File: src/shared/dpo_map.svh
// register offsets, field positions, reset values and timing counts of the output stage
`ifndef DPO_MAP_SVH
`define DPO_MAP_SVH

`define DPO_WORD_W 24
`define DPO_GROUP_W 8
`define DPO_ADDR_W 5

`define DPO_REG_STATUS 5'h00
`define DPO_REG_MASK 5'h04
`define DPO_REG_CTRL 5'h08
`define DPO_REG_STATE 5'h0C

`define DPO_EVT_W 3
`define DPO_EVT_LOCK_UP 0
`define DPO_EVT_LOCK_DOWN 1
`define DPO_EVT_DRIVE_ON 2

`define DPO_CTRL_STEP_LSB 0
`define DPO_CTRL_STEP_W 2
`define DPO_CTRL_STEP_RST 2'h1

`define DPO_ST_LOCK 0
`define DPO_ST_OUT_EN 1
`define DPO_ST_STAGGER 2
`define DPO_ST_RAND_DIS 3
`define DPO_ST_EDGE_SEL 4
`define DPO_ST_DRIVING 5
`define DPO_ST_PHASE 6

`define DPO_HIST_W 16
`define DPO_CNT_MAX 4'hF

`define DPO_LFSR_W 7
`define DPO_LFSR_TAP_A 6
`define DPO_LFSR_TAP_B 5

// step taps, in units of the programmed step; rclk sits at tap 2 when staggered and at tap 1 or 3 when spread
`define DPO_TAP_STG_G0 3'h0
`define DPO_TAP_STG_G1 3'h1
`define DPO_TAP_STG_G2 3'h3
`define DPO_TAP_STG_CK 3'h2
`define DPO_TAP_SPR_CK0 3'h1
`define DPO_TAP_SPR_CK1 3'h3

`endif

File: src/shared/dpo_pkg.sv
// types shared by the parallel output stage
`default_nettype none
package dpo_pkg;
   `include "dpo_map.svh"

   typedef struct packed {
      logic lock;
      logic out_en;
      logic stagger_sel;
      logic rand_dis;
      logic edge_sel;
   } dpo_pins_t;

   typedef struct packed {
      logic [`DPO_WORD_W-1:0] word;
      logic valid;
   } dpo_word_t;

   typedef enum logic [0:0] {
      DPO_TRI,
      DPO_DRIVE
   } dpo_drive_t;
endpackage : dpo_pkg
`default_nettype wire

File: src/hdl/dpo_derand.sv
// word de-randomizer: self-synchronising 2e7 descrambler with bypass
`timescale 1ns/1ps
`default_nettype none
module dpo_derand import dpo_pkg::*; (
   input wire logic i_clk,
   input wire logic i_rst_n,
   input wire logic i_strobe,
   input wire logic i_bypass,
   input wire logic [`DPO_WORD_W-1:0] i_word,
   output dpo_word_t o_out
);
   logic [`DPO_LFSR_W-1:0] lfsr;
   logic [`DPO_LFSR_W-1:0] next_lfsr;
   dpo_word_t next_out;

   // bit 0 first; each received bit shifts into the history
   function automatic logic [`DPO_LFSR_W+`DPO_WORD_W-1:0] descramble(
      input logic [`DPO_WORD_W-1:0] w,
      input logic [`DPO_LFSR_W-1:0] st);
      logic [`DPO_LFSR_W-1:0] s;
      logic [`DPO_WORD_W-1:0] o;
      s = st;
      o = '0;
      for (int i = 0; i < `DPO_WORD_W; i++) begin
         o[i] = w[i] ^ s[`DPO_LFSR_TAP_A] ^ s[`DPO_LFSR_TAP_B];
         s = {s[`DPO_LFSR_W-2:0], w[i]};
      end
      return {s, o};
   endfunction : descramble

   always_comb begin
      next_lfsr = lfsr;
      next_out = '{word: o_out.word, valid: 1'b0};
      if (i_strobe) begin
         next_out.valid = 1'b1;
         if (i_bypass) begin
            next_out.word = i_word; // see RULE7
         end else begin
            {next_lfsr, next_out.word} = descramble(i_word, lfsr); // see RULE8
         end
      end
   end

   always_ff @(posedge i_clk or negedge i_rst_n) begin
      if (!i_rst_n) begin
         lfsr <= '0;
         o_out <= '0;
      end else begin
         lfsr <= next_lfsr;
         o_out <= next_out;
      end
   end
endmodule : dpo_derand
`default_nettype wire

File: src/hdl/dpo_top.sv
// parallel output stage of the link receiver: word launch, group timing, tri-state, registers
//
// Functional notes
// RULE1: the recovered clock is driven out and its strobe edge follows the edge-select input.
// RULE2: the word leaves on 24 outputs in three bytes, bits 7-0, 15-8 and 23-16.
// RULE3: the lock output is high while the receiver PLL is locked and low otherwise.
// RULE4: while lock is low all data outputs and the clock output are high impedance.
// RULE5: staggered select high switches the three byte groups at offsets one to two steps apart.
// RULE6: staggered select low spreads the groups over one to two steps and the clock by one step (here groups at 0, 3, 4 or 0, 1, 4 steps, clock at 1 or 3).
// RULE7: randomizer-disable high selects the legacy mode where words pass undescrambled.
// RULE8: randomizer-disable low, the default, descrambles with the 2e7 shift register.
// RULE9: output enable high lets the data and clock outputs be driven.
// RULE10: output enable low tri-states data and clock while lock keeps tracking the PLL.
// RULE11: data launch on the rising clock edge when edge-select is high, else on the falling.
// RULE12: outputs drive only when lock and output enable are both high.
//
// Local design decisions: the Avalon-MM slave port and the register offsets.
`timescale 1ns/1ps
`default_nettype none
module dpo_top import dpo_pkg::*; (
   input wire logic i_core_clk,
   input wire logic i_resetn,
   input wire logic i_link_clk,
   input wire logic i_pll_lock,
   input wire logic [`DPO_WORD_W-1:0] i_rx_word,
   input wire logic i_output_enable,
   input wire logic i_staggered_turn_on_select,
   input wire logic i_randomizer_disable,
   input wire logic i_output_edge_select,
   input wire logic [`DPO_ADDR_W-1:0] i_avs_address,
   input wire logic i_avs_read,
   input wire logic i_avs_write,
   input wire logic [31:0] i_avs_writedata,
   input wire logic [3:0] i_avs_byteenable,
   output logic [31:0] o_avs_readdata,
   output logic o_avs_waitrequest,
   output logic o_irq,
   output logic [`DPO_WORD_W-1:0] o_parallel_data_out,
   output logic o_parallel_data_oe,
   output logic o_rclk,
   output logic o_rclk_oe,
   output logic o_lock
);
   ////////////////////////////////////////////////////////////////////////////
   // reset release and input synchronisers
   logic rst_meta;
   logic rst_n;
   dpo_pins_t pin_meta;
   dpo_pins_t pin_s;
   logic lclk_meta;
   logic lclk_s;
   logic [`DPO_WORD_W-1:0] word_meta;
   logic [`DPO_WORD_W-1:0] word_s;

   always_ff @(posedge i_core_clk or negedge i_resetn) begin
      if (!i_resetn) begin
         rst_meta <= 1'b0;
         rst_n <= 1'b0;
      end else begin
         rst_meta <= 1'b1;
         rst_n <= rst_meta;
      end
   end

   always_ff @(posedge i_core_clk or negedge rst_n) begin
      if (!rst_n) begin
         pin_meta <= '0;
         pin_s <= '0;
         lclk_meta <= 1'b0;
         lclk_s <= 1'b0;
         word_meta <= '0;
         word_s <= '0;
      end else begin
         pin_meta <= '{lock: i_pll_lock, out_en: i_output_enable,
                       stagger_sel: i_staggered_turn_on_select,
                       rand_dis: i_randomizer_disable, edge_sel: i_output_edge_select};
         pin_s <= pin_meta;
         lclk_meta <= i_link_clk;
         lclk_s <= lclk_meta;
         word_meta <= i_rx_word;
         word_s <= word_meta;
      end
   end

   ////////////////////////////////////////////////////////////////////////////
   // link clock edges, history and launch strobe
   logic [`DPO_HIST_W-1:0] hist;
   logic [`DPO_HIST_W-1:0] next_hist;
   logic rise;
   logic fall;
   logic strobe;
   dpo_word_t dword;

   always_comb begin
      next_hist = {hist[`DPO_HIST_W-2:0], lclk_s};
      rise = lclk_s & ~hist[0];
      fall = ~lclk_s & hist[0];
      strobe = pin_s.edge_sel ? rise : fall; // see RULE11
   end

   always_ff @(posedge i_core_clk or negedge rst_n) begin
      if (!rst_n) begin
         hist <= '0;
      end else begin
         hist <= next_hist;
      end
   end

   dpo_derand u_derand (
      .i_clk(i_core_clk),
      .i_rst_n(rst_n),
      .i_strobe(strobe),
      .i_bypass(pin_s.rand_dis), // see RULE7
      .i_word(word_s),
      .o_out(dword)
   );

   ////////////////////////////////////////////////////////////////////////////
   // group timing: each byte and the clock pick a tap times the step
   logic [`DPO_CTRL_STEP_W-1:0] ctrl_step;
   logic [`DPO_CTRL_STEP_W-1:0] step;
   logic phase;
   logic next_phase;
   logic [3:0] cnt;
   logic [3:0] next_cnt;
   logic [2:0] pend;
   logic [2:0] next_pend;
   logic [`DPO_WORD_W-1:0] pend_word;
   logic [`DPO_WORD_W-1:0] next_pend_word;
   logic [`DPO_WORD_W-1:0] next_data;
   logic [3:0] ck_dly;

   // idx 0..2 byte groups, 3 the clock
   function automatic logic [2:0] tap_of(input logic [1:0] idx, input logic stg,
                                         input logic ph);
      logic [2:0] t;
      t = `DPO_TAP_STG_CK;
      if (stg) begin
         case (idx)
            2'h0: t = `DPO_TAP_STG_G0;
            2'h1: t = `DPO_TAP_STG_G1;
            2'h2: t = `DPO_TAP_STG_G2;
            default: t = `DPO_TAP_STG_CK;
         endcase
      end else begin
         case (idx)
            2'h0: t = ph ? 3'h4 : 3'h0;
            2'h1: t = ph ? 3'h0 : 3'h4;
            2'h2: t = ph ? 3'h1 : 3'h3;
            default: t = ph ? `DPO_TAP_SPR_CK1 : `DPO_TAP_SPR_CK0;
         endcase
      end
      return t;
   endfunction : tap_of

   function automatic logic [3:0] dly_of(input logic [2:0] t,
                                         input logic [`DPO_CTRL_STEP_W-1:0] s);
      return 4'(t) * 4'(s);
   endfunction : dly_of

   always_comb begin
      step = (ctrl_step == '0) ? `DPO_CTRL_STEP_RST : ctrl_step;
      next_phase = phase;
      next_cnt = (cnt == `DPO_CNT_MAX) ? cnt : 4'(cnt + 4'h1);
      next_pend = pend;
      next_pend_word = pend_word;
      next_data = o_parallel_data_out;
      for (int g = 0; g < 3; g++) begin
         if (pend[g] && cnt == dly_of(tap_of(2'(g), pin_s.stagger_sel, phase), step)) begin
            next_data[g*`DPO_GROUP_W +: `DPO_GROUP_W] =
               pend_word[g*`DPO_GROUP_W +: `DPO_GROUP_W]; // see RULE2 RULE5 RULE6
            next_pend[g] = 1'b0;
         end
      end
      if (dword.valid) begin
         next_pend_word = dword.word;
         next_pend = 3'h7;
         next_cnt = 4'h0;
         next_phase = pin_s.stagger_sel ? 1'b0 : ~phase; // see RULE6
      end
      ck_dly = dly_of(tap_of(2'h3, pin_s.stagger_sel, phase), step);
   end

   always_ff @(posedge i_core_clk or negedge rst_n) begin
      if (!rst_n) begin
         phase <= 1'b0;
         cnt <= `DPO_CNT_MAX;
         pend <= '0;
         pend_word <= '0;
         o_parallel_data_out <= '0;
         o_rclk <= 1'b0;
      end else begin
         phase <= next_phase;
         cnt <= next_cnt;
         pend <= next_pend;
         pend_word <= next_pend_word;
         o_parallel_data_out <= next_data;
         o_rclk <= hist[ck_dly]; // see RULE1
      end
   end

   ////////////////////////////////////////////////////////////////////////////
   // drive control, lock and events
   dpo_drive_t drv;
   dpo_drive_t next_drv;
   logic enable;
   logic [`DPO_EVT_W-1:0] evt;

   always_comb begin
      enable = pin_s.lock & pin_s.out_en; // see RULE12
      next_drv = drv;
      case (drv)
         DPO_TRI: if (enable && dword.valid) next_drv = DPO_DRIVE; // see RULE9
         DPO_DRIVE: if (!enable) next_drv = DPO_TRI; // see RULE4 RULE10
         default: next_drv = DPO_TRI;
      endcase
      evt = '0;
      evt[`DPO_EVT_LOCK_UP] = pin_s.lock & ~o_lock;
      evt[`DPO_EVT_LOCK_DOWN] = ~pin_s.lock & o_lock;
      evt[`DPO_EVT_DRIVE_ON] = (next_drv == DPO_DRIVE) && (drv == DPO_TRI);
   end

   always_ff @(posedge i_core_clk or negedge rst_n) begin
      if (!rst_n) begin
         drv <= DPO_TRI;
         o_parallel_data_oe <= 1'b0;
         o_rclk_oe <= 1'b0;
         o_lock <= 1'b0;
      end else begin
         drv <= next_drv;
         o_parallel_data_oe <= (next_drv == DPO_DRIVE);
         o_rclk_oe <= (next_drv == DPO_DRIVE);
         o_lock <= pin_s.lock; // see RULE3
      end
   end

   ////////////////////////////////////////////////////////////////////////////
   // avalon-mm slave, status, mask, control and interrupt
   logic [`DPO_EVT_W-1:0] status;
   logic [`DPO_EVT_W-1:0] next_status;
   logic [`DPO_EVT_W-1:0] mask;
   logic [`DPO_EVT_W-1:0] next_mask;
   logic [`DPO_CTRL_STEP_W-1:0] next_ctrl_step;
   logic next_wait;
   logic [31:0] next_rdata;
   logic do_wr;
   logic [`DPO_EVT_W-1:0] clr;

   always_comb begin
      next_wait = ~((i_avs_read | i_avs_write) & o_avs_waitrequest);
      do_wr = i_avs_write & ~o_avs_waitrequest & i_avs_byteenable[0];
      clr = '0;
      next_mask = mask;
      next_ctrl_step = ctrl_step;
      if (do_wr) begin
         case (i_avs_address)
            `DPO_REG_STATUS: clr = i_avs_writedata[`DPO_EVT_W-1:0];
            `DPO_REG_MASK: next_mask = i_avs_writedata[`DPO_EVT_W-1:0];
            `DPO_REG_CTRL: next_ctrl_step =
               i_avs_writedata[`DPO_CTRL_STEP_LSB +: `DPO_CTRL_STEP_W];
            default: clr = '0;
         endcase
      end
      // a new event wins over a simultaneous clear
      next_status = (status & ~clr) | evt;
      next_rdata = o_avs_readdata;
      if (i_avs_read && o_avs_waitrequest) begin
         next_rdata = '0;
         case (i_avs_address)
            `DPO_REG_STATUS: next_rdata[`DPO_EVT_W-1:0] = status;
            `DPO_REG_MASK: next_rdata[`DPO_EVT_W-1:0] = mask;
            `DPO_REG_CTRL: next_rdata[`DPO_CTRL_STEP_LSB +: `DPO_CTRL_STEP_W] = ctrl_step;
            `DPO_REG_STATE: begin
               next_rdata[`DPO_ST_LOCK] = pin_s.lock;
               next_rdata[`DPO_ST_OUT_EN] = pin_s.out_en;
               next_rdata[`DPO_ST_STAGGER] = pin_s.stagger_sel;
               next_rdata[`DPO_ST_RAND_DIS] = pin_s.rand_dis;
               next_rdata[`DPO_ST_EDGE_SEL] = pin_s.edge_sel;
               next_rdata[`DPO_ST_DRIVING] = (drv == DPO_DRIVE);
               next_rdata[`DPO_ST_PHASE] = phase;
            end
            default: next_rdata = '0;
         endcase
      end
   end

   always_ff @(posedge i_core_clk or negedge rst_n) begin
      if (!rst_n) begin
         status <= '0;
         mask <= '0;
         ctrl_step <= `DPO_CTRL_STEP_RST;
         o_avs_waitrequest <= 1'b1;
         o_avs_readdata <= '0;
         o_irq <= 1'b0;
      end else begin
         status <= next_status;
         mask <= next_mask;
         ctrl_step <= next_ctrl_step;
         o_avs_waitrequest <= next_wait;
         o_avs_readdata <= next_rdata;
         o_irq <= |(next_status & next_mask);
      end
   end
endmodule : dpo_top
`default_nettype wire

File: config.mk
export PLATFORM = sky130hd
export DESIGN_NAME = dpo_top
export DESIGN_NICKNAME = d
export VERILOG_FILES = /design/src/shared/dpo_pkg.sv /design/src/hdl/dpo_derand.sv /design/src/hdl/dpo_top.sv
export VERILOG_INCLUDE_DIRS = /design/src /design/src/shared
export SDC_FILE = /design/constraint.sdc
export NUM_CORES = 1
export LEC_CHECK = 0
export BUFFER_PORTS_ARGS = -buffer_cell sky130_fd_sc_hd__buf_2
export CAP_MARGIN = 20
export CORE_MARGIN = 3
export CORE_UTILIZATION = 40
export CTS_CLUSTER_DIAMETER = 40
export DETAILED_ROUTE_END_ITERATION = 16
export SLEW_MARGIN = 30
export SYNTH_ARGS = -nofsm -noshare
export SYNTH_HDL_FRONTEND = slang
export SYNTH_SLANG_ARGS = --single-unit
File: constraint.sdc
create_clock -name i_core_clk -period 6.1 [get_ports i_core_clk]
set_input_delay 0.61 -clock i_core_clk [delete_from_list [all_inputs] [get_ports i_core_clk]]
set_output_delay 0.61 -clock i_core_clk [all_outputs]
set_load 0.1 [all_outputs]
After elaboration in Yosys (flattened, before gate mapping):

Cells that the tools add are included.

* register bits: 186
* bits of input ports: 75
* output and inout port bits: 62
* logic and storage cells: 167

* add/subtract/negate cells: 1
* multiply operators: 4
* magnitude comparators: 1
* eq/ne operators: 8
* mux-type cells: 31
* bitwise logic cells: 70
* reductions and logical operators: 14

Operator list (count)
* $xor 1x1->1: 48
* $mux 3: 9
* $mux 24: 1
* $mul 3x2->4: 4
* $eq 4x4->1: 3
* $mux 4: 3
* $eq 5x4->1 const B: 2
* $mux 2: 5
* $mux 1: 9
* $not 1->1: 9
* $and 1x1->1: 8
* $pmux 2 s4: 1
* $and 3x3->3: 2
* $logic_and 1x1->1: 6
* $reduce_bool 2->1: 3
* $eq 5x3->1 const B: 1
* $logic_not 5->1: 1
* $lt 4x5->1 const B: 1
* $add 4x1->4 const B: 1
* $bmux 1 s4: 1
* $eq 4x4->1 const B: 1
* $reduce_and 2->1: 2
* $not 3->3: 1
* $or 3x3->3: 1
* 6 further kinds: 6

Logic depth before layout (Yosys ltp):

* depth in word-level cells: 9
* mapped depth: 8
* depth with buffers taken out: 8

Cells and area by module:

Synthesis repeated with hierarchy kept, for this count alone.

* cells, all modules: 525
* area, all modules: 7357.1 µm²

By module, submodules not included
* dpo_top: times used 1, cells each 354, area each 5694.2 µm², sequential area each 3861.2 µm²
* dpo_derand: times used 1, cells each 171, area each 1662.8 µm², sequential area each 800.8 µm²

Least setup slack after synthesis:

Ideal clock, no wire load.

* kind: reg-to-reg
* start point: register pin_s[2] (netlist bit)
* end point: register o_parallel_data_out[16]
* setup time: 0.126 ns
* arrival: 1.975 ns
* data required time: 5.974 ns
* slack: 3.998 ns
* cell stages (with the launch flop): 9
* buffers on the path: 0
* period minus slack after synthesis: 2.102 ns
* cell sequence: dfrtp_1 -> nand2b_2 -> and3_4 -> ha_1 -> xor2_1 -> nor2_1 -> nand2_1 -> a21oi_4 -> mux2_4

* longest elaborated chain between the ends: 4

RTL lines
* start, declared: RTL line dpo_top.sv:49 `dpo_pins_t pin_s;`
* start signal, assigned: RTL line dpo_top.sv:77 `pin_s <= pin_meta;`
* $mux 2: RTL line dpo_top.sv:138 `if (stg) begin`
* $mul 3x2->4: RTL line dpo_top.sv:158 `return 4'(t) * 4'(s);`
* $eq 4x4->1: RTL line dpo_top.sv:169 `if (pend[g] && cnt == dly_of(tap_of(2'(g), pin_s.stagger_sel, phase), step)) begin`
* $logic_and 1x1->1: RTL line dpo_top.sv:169
* end signal, assigned: RTL line dpo_top.sv:197 `o_parallel_data_out <= next_data;`
* end, declared: RTL line dpo_top.sv:38 `` output logic [`DPO_WORD_W-1:0] o_parallel_data_out, ``

Every way passes these cells.
A chain may end at the register's enable or synchronous reset.

Worst setup path in the final report:

* start point: register pin_s[2] (netlist bit)
* end point: register o_parallel_data_out[23]

The elaborated chain is that of the path after synthesis.

==> insert_results.sql <==
INSERT INTO impl_metrics (metric_group, metric, value, unit) VALUES
('worst_hold_path', 'hold_crit_start', 'i_rx_word[13]', ''),
('route', 'finalWirelength', '12730', 'um'),
('route', 'detail_route.first_pass.iterations', '6', ''),
('floorplan', 'starting_density', '41.70', '%'),
('worst_setup_path', 'worst_r2r_startpoint', 'pin_s[2]', ''),
('place', 'portBuffers', '79', ''),
('worst_setup_path', 'timing.critical_path.from', 'pin_s[2]', ''),
('cells_and_area', 'area_delta_synth_final', '15.48', '%'),
('synth', 'yosysWarnings', '0', ''),
('synth', 'average_instance_area_after_synthesis', '13.79', 'um^2'),
('clocking', 'cts_buffers', '17', ''),
('synth', 'postSynth.asyncResetShare', '100.0', '%'),
('power', 'power_spent_charging_and_discharging_nets', '0.001679', 'W'),
('clocking', 'cts_root_buffer_type', 'clkbuf_16', ''),
('floorplan', 'num_rows', '48', ''),
('synth', 'synth_area_in_compound_gates', '5.370', '%'),
('clocking', 'clock_tree_from_tritoncts', 'done', ''),
('timing', 'totalNegativeSetupSlack', '0', 'ps'),
('synth', 'synthSimpleGateAreaFrac', '7.324', '%'),
('synth', 'syn-instance-count', '534', ''),
('power', 'seqPwrFrac', '40.0', '%'),
('worst_setup_path', 'worstSetupPathType', 'reg -> reg', ''),
('timing', 'report.final.hold_viol_count', '0', ''),
('timing', 'slew_hr', '41.97', '%'),
('power', 'p_leak', '3.750', 'nW'),
('synth', 'synth_area', '0.007363', 'mm^2'),
('floorplan', 'die_area', '0.02007', 'mm^2'),
('global_route', 'global_route_wire_length_before_repair', '21110', 'um'),
('power', 'pwr_density_cell', '493.6', 'mW/mm^2'),
('cells_and_area', 'num-nets-final', '695', ''),
('route', 'routed_via_density', '4.744', ''),
('cells_and_area', 'number_of_diodes', '0', ''),
('cells_and_area', 'layout-drive-gt1-share', '32.17', '%'),
('power', 'vdd_drop_max', '0.3614', 'mV'),
('synth', 'yosys.area_share.adder', '0.8496', '%'),
('route', 'remaining_drc_errors', '0', ''),
('clocking', 'clk-insertion-delay-late', '430', 'ps'),
('power', 'p_comb_share', '33.0', '%'),
('route', 'final_antenna_net_count', '0', ''),
('floorplan', 'die_height', '141.7', 'um'),
('clocking', 'path_clk_slew', '70', 'ps'),
('global_route', 'first_global_vias', '4240', ''),
('timing', 'finalSetupViolCount', '0', ''),
('synth', 'yosys-mux-area-fraction', '12.46', '%'),
('timing', 'timing.final.crit_period', '2453', 'ps'),
('place', 'gp_congestion', '0.8362', ''),
('timing', 'finalMaxSlewViolations', '0', ''),
('worst_setup_path', 'timing.critical_path.to_type', 'flip-flop', ''),
('floorplan', 'coreArea', '0.01766', 'mm^2'),
('clocking', 'ctsHtreeMaxLevel', '4', ''),
('route', 'vias', '4047', ''),
('route', 'wl_per_cell', '14.92', 'um'),
('status', 'result_of_the_run', 'completed', ''),
('worst_hold_path', 'hold_path_class', 'in -> reg', ''),
('route', 'drc_marker_count_from_the_first_detailed_route_iteration', '120', ''),
('place', 'dp_hpwl', '9164', 'um'),
('run', 'cap_violations', '0', ''),
('clocking', 'sink_count_of_the_clock_tree', '186', ''),
('worst_setup_path', 'path_max_fanout', '11', ''),
('timing', 'achievable-frequency', '0.4077', 'GHz'),
('timing', 'setup_repair_after_global_routing_missed_its_margin', 'no', ''),
('timing', 'timing.final.crit_share', '40.21', '%'),
('worst_setup_path', 'timing.critical_path.from_type', 'flip-flop', ''),
('synth', 'postSynthRegisterBits', '186', ''),
('timing', 'fin_skew', '9.140', 'ps'),
('timing', 'timing_worst_slew_pin_value', '870.5', 'ps'),
('global_route', 'grt_antenna_before_repair', '0', ''),
('global_route', 'grt_use_total', '13.25', '%'),
('worst_setup_path', 'cp_data_required_time', '6410', 'ps'),
('timing', 'hold_ws', '279.1', 'ps'),
('synth', 'synth-main-ff-cell', 'dfrtp_1', ''),
('synth', 'synth_edf_count', '0', ''),
('synth', 'netlist-cell-type-count', '57', ''),
('floorplan', 'ports', '137', ''),
('global_route', 'gr-total-overflow', '0', ''),
('synth', 'ys_seq_area_share', '63.31', '%'),
('global_route', 'grt_start_max_net_pins', '69', ''),
('power', 'netSwitchingFraction', '40.00', '%'),
('synth', 'synth_top_family_by_area', 'multiplexers', ''),
('power', 'clockPowerShare', '27.0', '%'),
('clocking', 'clk_path_buf_depth', '2', ''),
('synth', 'yosys.area_share.xor_xnor', '6.423', '%'),
('floorplan', 'die_x', '141.7', 'um'),
('power', 'cell_internal_pwr', '0.002518', 'W'),
('worst_setup_path', 'cp.arrival', '2770', 'ps');
layer usage:
metal / GRT usage, % / vias up / share of wire, %
met2: 21.57 / 101 / 48
met1: 17.04 / 2009 / 45
li1: - / 1918 / -
met3: 3.876 / 19 / 5.1
met5: 0 / - / 0
met4: 4.545 / 0 / 1.8
synth_stat cells (2+ instances only):
cell / instances / area, um^2
a21oi_1: 24 / 120.1
xnor2_1: 51 / 446.7
dfrtp_1: 180 / 4504
nor2_1: 62 / 232.7
mux2_2: 44 / 495.5
a21o_1: 2 / 15.01
conb_1: 2 / 7.510
nor2b_1: 5 / 31.28
nand2_1: 13 / 48.80
ha_1: 5 / 62.56
o21ai_0: 8 / 40.04
dfstp_2: 6 / 157.7
clkbuf_1: 14 / 52.55
o211ai_1: 2 / 15.01
buf_2: 2 / 10.01
nand4_2: 2 / 25.02
nand3_1: 8 / 40.04
mux2_4: 17 / 255.2
xor2_1: 3 / 26.28
a22o_1: 5 / 43.79
mux2i_1: 5 / 50.05
a31oi_1: 3 / 18.77
mux4_2: 4 / 90.09
nor3_1: 4 / 20.02
buf_4: 27 / 202.7
buf_6: 2 / 22.52
inv_1: 4 / 15.01
power groups by stage:
stage / Sequential (W) / Clock [W] / Combinational (W)
2_1_floorplan: 0.00227 / 0 / 0.000590
4_1_cts: 0.00169 / 0.00116 / 0.00140
6_report: 0.00168 / 0.00113 / 0.00138
5_1_grt: 0.00172 / 0.00122 / 0.00145
3_3_place_gp: 0.00170 / 0 / 0.00137
3_5_place_dp: 0.00171 / 0 / 0.00140
logic make-up after synthesis:
logic type / after synthesis
compound gates: 57
mux: 71
fa+ha+maj: 5
buf+inv: 50
xor+xnor: 54
other cells: 2
simple gates: 109
flops: 186
flip-flops by register name, indices dropped and copies added (netlist names), 2 cells and up:
signal	count
status	3
u_derand.o_out	25
o_avs_readdata	7
pend_word	24
mask	3
pend	3
ctrl_step	2
word_meta	24
pin_meta	5
word_s	24
u_derand.lfsr	7
o_parallel_data_out	24
cnt	4
hist	16
pin_s	5
layout make-up:
type                            instances  area (um^2)
Multi-Input combinational cell        322         2489
Sequential cell                       186         4666
Clock inverter                         15        191.4
Inverter                                4        15.01
Timing Repair Buffer                   84        435.4
Clock buffer                           17        425.4
Tap cell                              225        281.5
Fill cell                            1601         9154
repair_timing:
item                                    CTS  global route
setup buffers                             0             0
gates resized for setup                   0             0
hold endpoints to repair                  2             0
hold buffers                              1             0
endpoints found under the setup margin    0             0
metrics by stage:
stage | instances | total power [W] | cell area [um^2] | utilization (%) | worst slack, ps
floorplan | 558 | 0.002864 | 7453 | - | 543.8
global placement | 820 | 0.003072 | 7876 | 44.61 | 3682
detailed placement | 820 | 0.003105 | 7876 | 44.61 | 3675
CTS | 853 | 0.004248 | 8503 | 48.16 | 3664
global route | 853 | 0.004389 | 8503 | 48.16 | 3529
finish | 853 | 0.004197 | 8503 | 48.16 | 3647
worst max-delay path, stage by stage (launching register included):
cell      delay, ps
dfrtp_1         510
nand2b_2        280
and3_4          210
ha_1            280
xor2_1          140
nor2_1          120
nand2_1         110
a21oi_4         360
mux2_4          340
placed cells by master (no fill, tap or decap), types with 2 or more instances in the layout:
cell type / count
a21o_1: 2
a21oi_1: 24
a22o_1: 5
a31oi_1: 3
buf_2: 79
buf_4: 4
bufinv_16: 2
clkbuf_16: 17
clkinvlp_4: 2
conb_1: 26
dfrtp_1: 179
dfstp_2: 6
ha_1: 5
inv_1: 4
inv_6: 2
inv_8: 8
mux2_2: 44
mux2_4: 17
mux2i_1: 5
mux4_2: 4
nand2_1: 13
nand3_1: 8
nand4_2: 2
nor2_1: 62
nor2b_1: 5
nor3_1: 4
o211ai_1: 2
o21ai_0: 8
xnor2_1: 51
xor2_1: 3
worst paths after layout:
check | endpoint | slack (ps) | cells after the start
setup reg to reg | o_parallel_data_out[23] | 3650 | 8
max in group asynchronous | pend_word[9] | 4350 | 1
min in group asynchronous | word_meta[7] | 400 | 0
setup / recovery | o_parallel_data_out[23] | 3650 | 8
hold reg to reg | word_s[5] | 350 | 0
hold / removal | word_meta[13] | 280 | 1
No activity file was read; power rests on OpenSTA's default activity.
